===== src/pkg/trsf_pkg.sv =====
// Purpose: shared constants and types of the receive packet framer
// Assumes: single 20 MHz clock, synchronous active-high reset
// Notes:   beat carrier is sized for the widest bus, narrower variants use the low bits
package trsf_pkg;
    // bus geometry
    localparam int TRSF_MAX_W    = 256;
    localparam int TRSF_HALF_W   = 128;
    localparam int TRSF_QWORD_W  = 64;
    localparam int TRSF_FLAG_W   = 2;
    localparam int TRSF_FIFO_DEP = 8;

    // unused-qword and flag encodings
    localparam logic [1:0] TRSF_EMPTY_NONE = 2'h0;
    localparam logic [1:0] TRSF_FLAG_NONE  = 2'h0;

    // handshake timing
    localparam int TRSF_READY_LAT = 2;

    // embedded reset controller timing
    localparam int TRSF_CLK_MHZ      = 20;
    localparam int TRSF_COLD_HOLD_NS = 500;
    localparam int TRSF_SOFT_HOLD_NS = 200;
    localparam int TRSF_COLD_CYC     = (TRSF_COLD_HOLD_NS * TRSF_CLK_MHZ + 999) / 1000;
    localparam int TRSF_SOFT_CYC     = (TRSF_SOFT_HOLD_NS * TRSF_CLK_MHZ + 999) / 1000;
    localparam int TRSF_RC_CNT_W     = 8;

    // one received beat as it travels through the buffer
    typedef struct packed {
        logic [TRSF_MAX_W-1:0]  data;
        logic [TRSF_FLAG_W-1:0] first;
        logic [TRSF_FLAG_W-1:0] last;
        logic [TRSF_FLAG_W-1:0] unused;
    } trsf_beat_t;

    localparam int TRSF_BEAT_W = $bits(trsf_beat_t);

    // reset controller states
    typedef enum logic [2:0] {
        TRSF_RC_COLD = 3'b001,
        TRSF_RC_SOFT = 3'b010,
        TRSF_RC_RUN  = 3'b100
    } trsf_rc_state_t;
endpackage


===== src/core/trsf_fifo.sv =====
// Purpose: small buffer between the transaction layer and the streaming output
// Assumes: synchronous active-high reset, single clock
// Notes:   read data come from a register; no write-to-read bypass, one extra cycle traded for timing
`timescale 1ns/1ps
module trsf_fifo
    import trsf_pkg::*;
#(
    parameter int W     = TRSF_BEAT_W,
    parameter int DEPTH = TRSF_FIFO_DEP
) (
    input  wire logic         clk,
    input  wire logic         rst,
    input  wire logic [W-1:0] in_data,
    input  wire logic         in_valid,
    output logic              in_ready,
    output logic [W-1:0]      out_data,
    output logic              out_valid,
    input  wire logic         out_ready
);
    localparam int AW = $clog2(DEPTH);
    localparam logic [AW:0] FULL_CNT = (AW+1)'(DEPTH);

    logic [W-1:0]  mem_r [DEPTH];
    logic [AW-1:0] wr_ptr_r, wr_ptr_nxt;
    logic [AW-1:0] rd_ptr_r, rd_ptr_nxt;
    logic [AW:0]   cnt_r, cnt_nxt;
    logic          in_ready_r, in_ready_nxt;
    logic          out_valid_r, out_valid_nxt;
    logic [W-1:0]  out_data_r, out_data_nxt;
    logic          push, load;

    // pointer, level and output register next values
    always_comb begin
        push          = in_valid && in_ready_r;
        load          = (!out_valid_r || out_ready) && (cnt_r != '0);
        wr_ptr_nxt    = push ? AW'(wr_ptr_r + 1'b1) : wr_ptr_r;
        rd_ptr_nxt    = load ? AW'(rd_ptr_r + 1'b1) : rd_ptr_r;
        cnt_nxt       = (AW+1)'(cnt_r + {{AW{1'b0}}, push} - {{AW{1'b0}}, load});
        in_ready_nxt  = cnt_nxt != FULL_CNT;   // honest full, registered
        out_valid_nxt = load ? 1'b1 : (out_ready ? 1'b0 : out_valid_r);
        out_data_nxt  = load ? mem_r[rd_ptr_r] : out_data_r;
    end

    always_ff @(posedge clk) begin
        if (rst) begin
            wr_ptr_r    <= '0;
            rd_ptr_r    <= '0;
            cnt_r       <= '0;
            in_ready_r  <= 1'b0;
            out_valid_r <= 1'b0;
            out_data_r  <= '0;
        end else begin
            wr_ptr_r    <= wr_ptr_nxt;
            rd_ptr_r    <= rd_ptr_nxt;
            cnt_r       <= cnt_nxt;
            in_ready_r  <= in_ready_nxt;
            out_valid_r <= out_valid_nxt;
            out_data_r  <= out_data_nxt;
        end
    end

    // storage carries no reset, contents are qualified by the level
    always_ff @(posedge clk) begin
        if (push) begin
            mem_r[wr_ptr_r] <= in_data;
        end
    end

    assign in_ready  = in_ready_r;
    assign out_valid = out_valid_r;
    assign out_data  = out_data_r;
endmodule


===== src/core/trsf_rx_framer.sv =====
// Purpose: receive streaming framer handing packets to the application side
// Assumes: 20 MHz clk, synchronous active-high rst, upstream beats already laid out
// Notes:   consumer accept is honoured with a fixed latency of two cycles
`timescale 1ns/1ps
module trsf_rx_framer
    import trsf_pkg::*;
#(
    parameter int DATA_W     = 256,
    parameter bit MULTI_PKT  = 1'b1,
    parameter int FIFO_DEPTH = TRSF_FIFO_DEP,
    parameter int SOP_W      = (DATA_W == TRSF_MAX_W && MULTI_PKT) ? 2 : 1,
    parameter int EMPTY_W    = (DATA_W == TRSF_MAX_W) ? 2 : 1
) (
    input  wire logic        clk,
    input  wire logic        rst,
    input  wire trsf_beat_t  tl_beat,
    input  wire logic        tl_beat_valid,
    output logic             tl_beat_ready,
    output logic [DATA_W-1:0]  rx_packet_bus,
    output logic [SOP_W-1:0]   rx_first_beat_flag,
    output logic [SOP_W-1:0]   rx_last_beat_flag,
    output logic [EMPTY_W-1:0] rx_unused_qword_count,
    output logic             rx_beat_qualifier,
    input  wire logic        rx_sink_accept,
    output logic             reset_status
);
    // tidy an incoming beat to the configured geometry
    function automatic trsf_beat_t trsf_clean(input trsf_beat_t b);
        trsf_beat_t c;
        c = b;
        c.data = b.data & TRSF_MAX_W'({DATA_W{1'b1}});
        if (SOP_W == 1) begin
            c.first = {1'b0, |b.first};
            c.last  = {1'b0, |b.last};
        end
        if (DATA_W == TRSF_QWORD_W) begin
            c.unused = TRSF_EMPTY_NONE;
        end else if (DATA_W == TRSF_HALF_W) begin
            c.unused = c.last[0] ? {1'b0, b.unused[0]} : TRSF_EMPTY_NONE;
        end else if (MULTI_PKT) begin
            c.unused = b.unused & b.last;
        end else begin
            c.unused = |b.last ? b.unused : TRSF_EMPTY_NONE;
        end
        return c;
    endfunction

    // embedded reset controller state
    trsf_rc_state_t           rc_state_r, rc_state_nxt;
    logic [TRSF_RC_CNT_W-1:0] rc_cnt_r, rc_cnt_nxt;
    logic                     soft_rst_r, soft_rst_nxt;
    logic                     core_rst;

    // cold hold, then soft hold, then run; no external cold or soft pins
    always_comb begin
        rc_state_nxt = rc_state_r;
        rc_cnt_nxt   = rc_cnt_r;
        soft_rst_nxt = 1'b1;
        unique case (rc_state_r)
            TRSF_RC_COLD: begin
                if (rc_cnt_r == TRSF_RC_CNT_W'(TRSF_COLD_CYC - 1)) begin
                    rc_state_nxt = TRSF_RC_SOFT;
                    rc_cnt_nxt   = '0;
                end else begin
                    rc_cnt_nxt = TRSF_RC_CNT_W'(rc_cnt_r + 1'b1);
                end
            end
            TRSF_RC_SOFT: begin
                if (rc_cnt_r == TRSF_RC_CNT_W'(TRSF_SOFT_CYC - 1)) begin
                    rc_state_nxt = TRSF_RC_RUN;
                    soft_rst_nxt = 1'b0;
                end else begin
                    rc_cnt_nxt = TRSF_RC_CNT_W'(rc_cnt_r + 1'b1);
                end
            end
            TRSF_RC_RUN: begin
                soft_rst_nxt = 1'b0;
            end
            default: begin
                rc_state_nxt = TRSF_RC_COLD;
                rc_cnt_nxt   = '0;
            end
        endcase
    end

    always_ff @(posedge clk) begin
        if (rst) begin
            rc_state_r <= TRSF_RC_COLD;
            rc_cnt_r   <= '0;
            soft_rst_r <= 1'b1;
        end else begin
            rc_state_r <= rc_state_nxt;
            rc_cnt_r   <= rc_cnt_nxt;
            soft_rst_r <= soft_rst_nxt;
        end
    end

    // outputs must reset with the pin too, not one cycle late
    assign core_rst = rst || soft_rst_r;

    // buffer between transaction layer and the consumer
    trsf_beat_t fifo_out;
    logic       fifo_out_valid;
    logic       fifo_pop;
    logic       fifo_in_ready;

    trsf_fifo #(
        .W     (TRSF_BEAT_W),
        .DEPTH (FIFO_DEPTH)
    ) u_fifo (
        .clk       (clk),
        .rst       (core_rst),
        .in_data   (trsf_clean(tl_beat)),
        .in_valid  (tl_beat_valid),
        .in_ready  (fifo_in_ready),
        .out_data  (fifo_out),
        .out_valid (fifo_out_valid),
        .out_ready (fifo_pop)
    );

    // output stage and accept delay line
    logic                acc_d1_r, acc_d1_nxt;
    logic                qual_r, qual_nxt;
    logic [DATA_W-1:0]   bus_r, bus_nxt;
    logic [SOP_W-1:0]    first_r, first_nxt;
    logic [SOP_W-1:0]    last_r, last_nxt;
    logic [EMPTY_W-1:0]  unused_r, unused_nxt;

    // a beat leaves only if accept was seen two cycles before it shows
    always_comb begin
        acc_d1_nxt = rx_sink_accept;
        fifo_pop   = acc_d1_r && fifo_out_valid;
        qual_nxt   = fifo_pop;
        bus_nxt    = fifo_pop ? fifo_out.data[DATA_W-1:0] : bus_r;
        first_nxt  = fifo_pop ? fifo_out.first[SOP_W-1:0] : '0;
        last_nxt   = fifo_pop ? fifo_out.last[SOP_W-1:0] : '0;
        unused_nxt = fifo_pop ? fifo_out.unused[EMPTY_W-1:0] : '0;
    end

    always_ff @(posedge clk) begin
        if (core_rst) begin
            acc_d1_r   <= 1'b0;
            qual_r     <= 1'b0;
            bus_r      <= '0;
            first_r    <= '0;
            last_r     <= '0;
            unused_r   <= '0;
        end else begin
            acc_d1_r   <= acc_d1_nxt;
            qual_r     <= qual_nxt;
            bus_r      <= bus_nxt;
            first_r    <= first_nxt;
            last_r     <= last_nxt;
            unused_r   <= unused_nxt;
        end
    end

    // upstream ready is the buffer's own registered level, so it always matches the push gate
    assign tl_beat_ready         = fifo_in_ready;
    assign rx_packet_bus         = bus_r;
    assign rx_first_beat_flag    = first_r;
    assign rx_last_beat_flag     = last_r;
    assign rx_unused_qword_count = unused_r;
    assign rx_beat_qualifier     = qual_r;
    assign reset_status          = soft_rst_r;
endmodule


===== config.mk =====
export PLATFORM = sky130hd
export DESIGN_NAME = trsf_rx_framer
export DESIGN_NICKNAME = d
export VERILOG_FILES = /design/src/pkg/trsf_pkg.sv /design/src/core/trsf_fifo.sv /design/src/core/trsf_rx_framer.sv
export SDC_FILE = /design/constraint.sdc
export NUM_CORES = 2
export LEC_CHECK = 0
export BUFFER_PORTS_ARGS = -buffer_cell sky130_fd_sc_hd__buf_2
export CAP_MARGIN = 10
export CORE_MARGIN = 1.5
export CORE_UTILIZATION = 25
export DETAILED_ROUTE_END_ITERATION = 7
export GPL_TIMING_DRIVEN = 0
export PLACE_DENSITY = 0.43
export SLEW_MARGIN = 20
export SYNTH_ARGS = -nofsm -noshare
export SYNTH_HDL_FRONTEND = slang
export SYNTH_SLANG_ARGS = --single-unit
export TNS_END_PERCENT = 30

===== constraint.sdc =====
create_clock -name clk -period 90.7 [get_ports clk]
set_input_delay 13.605 -clock clk [delete_from_list [all_inputs] [get_ports clk]]
set_output_delay 13.605 -clock clk [all_outputs]
set_load 0.02 [all_outputs]

==> results.toml <==
[finish]
final_cells = 12500
fin_nets = 7298
design_area_um2 = 120000
area_growth_syn_to_layout_pct = 23.3
drive_gt1_frac = 0.250

[setup_path]
worstSetupPathType = "in2reg"
cp_slowest_cell = "nor4_2"
reg2reg_depth = 14
cp_top_family = "buffers and inverters"
cp-end-kind = "flop"
crit_path_max_fanout = 7
critPathLaunch = "tl_beat_valid"
crit_chain = "buf_2 > nand2_1 > nor4_2 > buf_2 > buf_2 > buf_2 > buf_2 > buf_4 > buf_2 > buf_2 > buf_4"
r2r_end = "u_fifo.in_ready$_SDFF_PP0_"
start_kind = "input port"
cp.depth = 11
path_buf_inv = 9
worstReg2RegStart = "u_fifo.cnt_r[2]$_SDFF_PP0_"
cpPeakStageDelay_ps = 730
cp.required_ps = 91310
cp.arrival_ps = 16550
reg2reg_slack_ps = 86650
crit_path_end = "u_fifo.mem_r[0][215]$_DFFE_PP_"
crit_top_cell = "buf_2"

[die]
rows = 229
initial_core_util = 0.251
fp.coreArea_um2 = 389000
fp.dieH_um = 628
dieArea_um2 = 395000
top_level_ports = 531
die_w_um = 628

[global_route]
grt_max_degree = 20
overflow = 0
grt_use_total = 0.164
grt_pass1_wl_mm = 460
grt_pass1_vias = 58000
antenna_found_initial = 174

[run_status]
violations = "design-rule violations"
outcome = "finished, violations left"

[power]
peakVddDrop_mv = 0.0150
leakage_uw = 0.0384
powerDensity_nw_per_um2 = 21.1

[synthesis]
syn_nets = 6140
synthAdderAreaFrac = 0.00136
syn_inst = 5864
synthArstFlopShare = 0
synth_area_um2 = 97700
synth-seq-cells = 2646
netlist_top_cells_area = "edfxtp_1 64%, dfxtp_1 11%, mux4_2 7.1%, mux2i_1 4.4%, a21oi_1 3.5%"
yosysWarningCount = 0
synthSimpleGateAreaFrac = 0.0268
synth_top_area_share = 0.644
synth_top_family_by_area = "multiplexers"
muxShareOfSynthArea = 0.115
synth-edff-count = 2096
synth_top_cell_by_area = "edfxtp_1"
synth_compound_area_frac = 0.0759
synth-seq-area-share = 0.757
synth_flop_cell = "edfxtp_1"
synth_cell_types = 39
synth.most_common_cell = "edfxtp_1"
ys_top_cells_by_count = "2,096 x edfxtp_1, 691 x a21oi_1, 550 x dfxtp_1"
avgSynthCellArea_um2 = 16.7
synthXorXnorAreaFrac = 0.00117

[routing]
drt_iter0_markers = 4717
drt_first_pass_iters = 7
drc_errors = 86
ant_nets = 0
vias = 57200
wirelength_mm = 333
vias_per_cell = 4.57
wl_per_cell_um = 26.6

[place]
dpl_cell_area_um2 = 110000
port_buffers = 530
dp.final_hpwl_mm = 236
gp_congestion = 0.756
dp.cells = 11900

[hold_path]
min_path_type = "reg2reg"

[clock_tree]
hold_buffers = 0
cts_tree = "done"
cts_setup_buffers = 0
cts_buffers = 301
ctsResizeCount = 0
clockRootBuffer = "clkbuf_16"
cts.reportedPaths.clkPinSlew_ps = 60
cts.path.max_buffers = 4
htree_levels = 5
clock_sinks = 2646
clk_latency_ps = 890

[timing]
setup_viol_count_final = 0
period_share = 0.176
max_slew.worst_pin.slew_ps = 1150
fmax_ghz = 0.0627
tns_ps = 0
skew_ps = 49.6
fin_crit_ps = 15940
finalHoldViolCount = 0
drv_slew = 0
maxSlewHeadroom = 0.235
rsz0062_at_grt = "false"

[run]
maxCapViolations = 0
==> where the power goes <==
part	leakage, uW	switching [uW]	internal [uW]	total (uW)
combinational	0.0103	13.0	4.50	17.5
clock	0.00481	502	711	1210
sequential	0.0232	0.154	1310	1310
==> flip-flops by register name (all words and copies together) (netlist names), 2 cells and up <==
| register | cells |
|---|---|
| rx_packet_bus | 256 |
| rc_state_r | 3 |
| u_fifo.cnt_r | 4 |
| rx_unused_qword_count | 2 |
| u_fifo.rd_ptr_r | 3 |
| u_fifo.out_data | 262 |
| rx_first_beat_flag | 2 |
| u_fifo.wr_ptr_r | 3 |
| rx_last_beat_flag | 2 |
| u_fifo.mem_r | 2096 |
| rc_cnt_r | 8 |
==> layout by cell type, fill, tap and decap left out, types with 218 or more instances in the layout <==
master	synthesis	layout
clkbuf_1	180	250
mux2i_1	434	434
edfxtp_1	2096	2096
clkbuf_16	0	312
mux4_2	308	308
buf_2	86	661
a21oi_1	691	691
nand2_1	520	520
o22ai_1	218	218
dfxtp_1	550	550
o21ai_0	447	447
==> area by class of cell <==
type | instances | area [um2]
flip-flops and latches | 2646 | 74000
clock buffers | 422 | 8520
plain buffers | 394 | 2160
fillers | 38600 | 269000
well taps | 5197 | 6500
multi-input cells | 2811 | 21600
diodes | 50 | 125
clock inverters | 135 | 1320
inverters | 13 | 48.8
repair buffers | 855 | 6190
==> tightest hold or removal path: cells and delay by family (launching register included) <==
family          cells  cell delay [ps]
flops               1              300
simple gates        1               50
compound gates      1               50
==> metal layers <==
layer | track usage | part of all wire | vias up
met5 | 0 | 0.0013 | -
met2 | 0.284 | 0.50 | 1680
li1 | - | - | 25300
met4 | 0.0481 | 0.030 | 66
met1 | 0.209 | 0.42 | 29600
met3 | 0.0309 | 0.057 | 560
==> how the worst min path moves through the flow <==
| stage | depth (start not counted) | to | slack [ps] | from |
|---|---|---|---|---|
| 6_report | 2 | rx_packet_bus[194]$_SDFFE_PP0P_ | 450 | u_fifo.out_data[200]$_SDFFE_PP0P_ |
| 3_3_place_gp | 2 | rx_packet_bus[33]$_SDFFE_PP0P_ | 440 | u_fifo.out_data[39]$_SDFFE_PP0P_ |
| 5_1_grt | 2 | rx_packet_bus[239]$_SDFFE_PP0P_ | 460 | u_fifo.out_data[245]$_SDFFE_PP0P_ |
| 4_1_cts | 2 | rx_packet_bus[65]$_SDFFE_PP0P_ | 450 | u_fifo.out_data[71]$_SDFFE_PP0P_ |
| 2_1_floorplan | 2 | rx_packet_bus[0]$_SDFFE_PP0P_ | 430 | u_fifo.out_data[6]$_SDFFE_PP0P_ |
| 3_5_place_dp | 2 | rx_packet_bus[194]$_SDFFE_PP0P_ | 440 | u_fifo.out_data[200]$_SDFFE_PP0P_ |
==> cell families after synthesis <==
logic type | Yosys count
fa+ha+maj | 10
simple gates | 636
compound gates | 1410
mux | 742
xor+xnor | 13
buf+inv | 407
flops | 2646
==> per-stage QoR <==
stage / total power (uW) / worst slack (ps) / hold slack (ps) / utilization
finish: 2540 / 74760 / 446 / 0.310
global route: 2620 / 74600 / 464 / 0.309
CTS: 2570 / 74790 / 448 / 0.309
detailed placement: 1350 / 73780 / 441 / 0.284
global placement: 1350 / 15950 / 443 / 0.275
floorplan: 1330 / 50800 / 429 / -
Power figures use the tool's default switching activity.
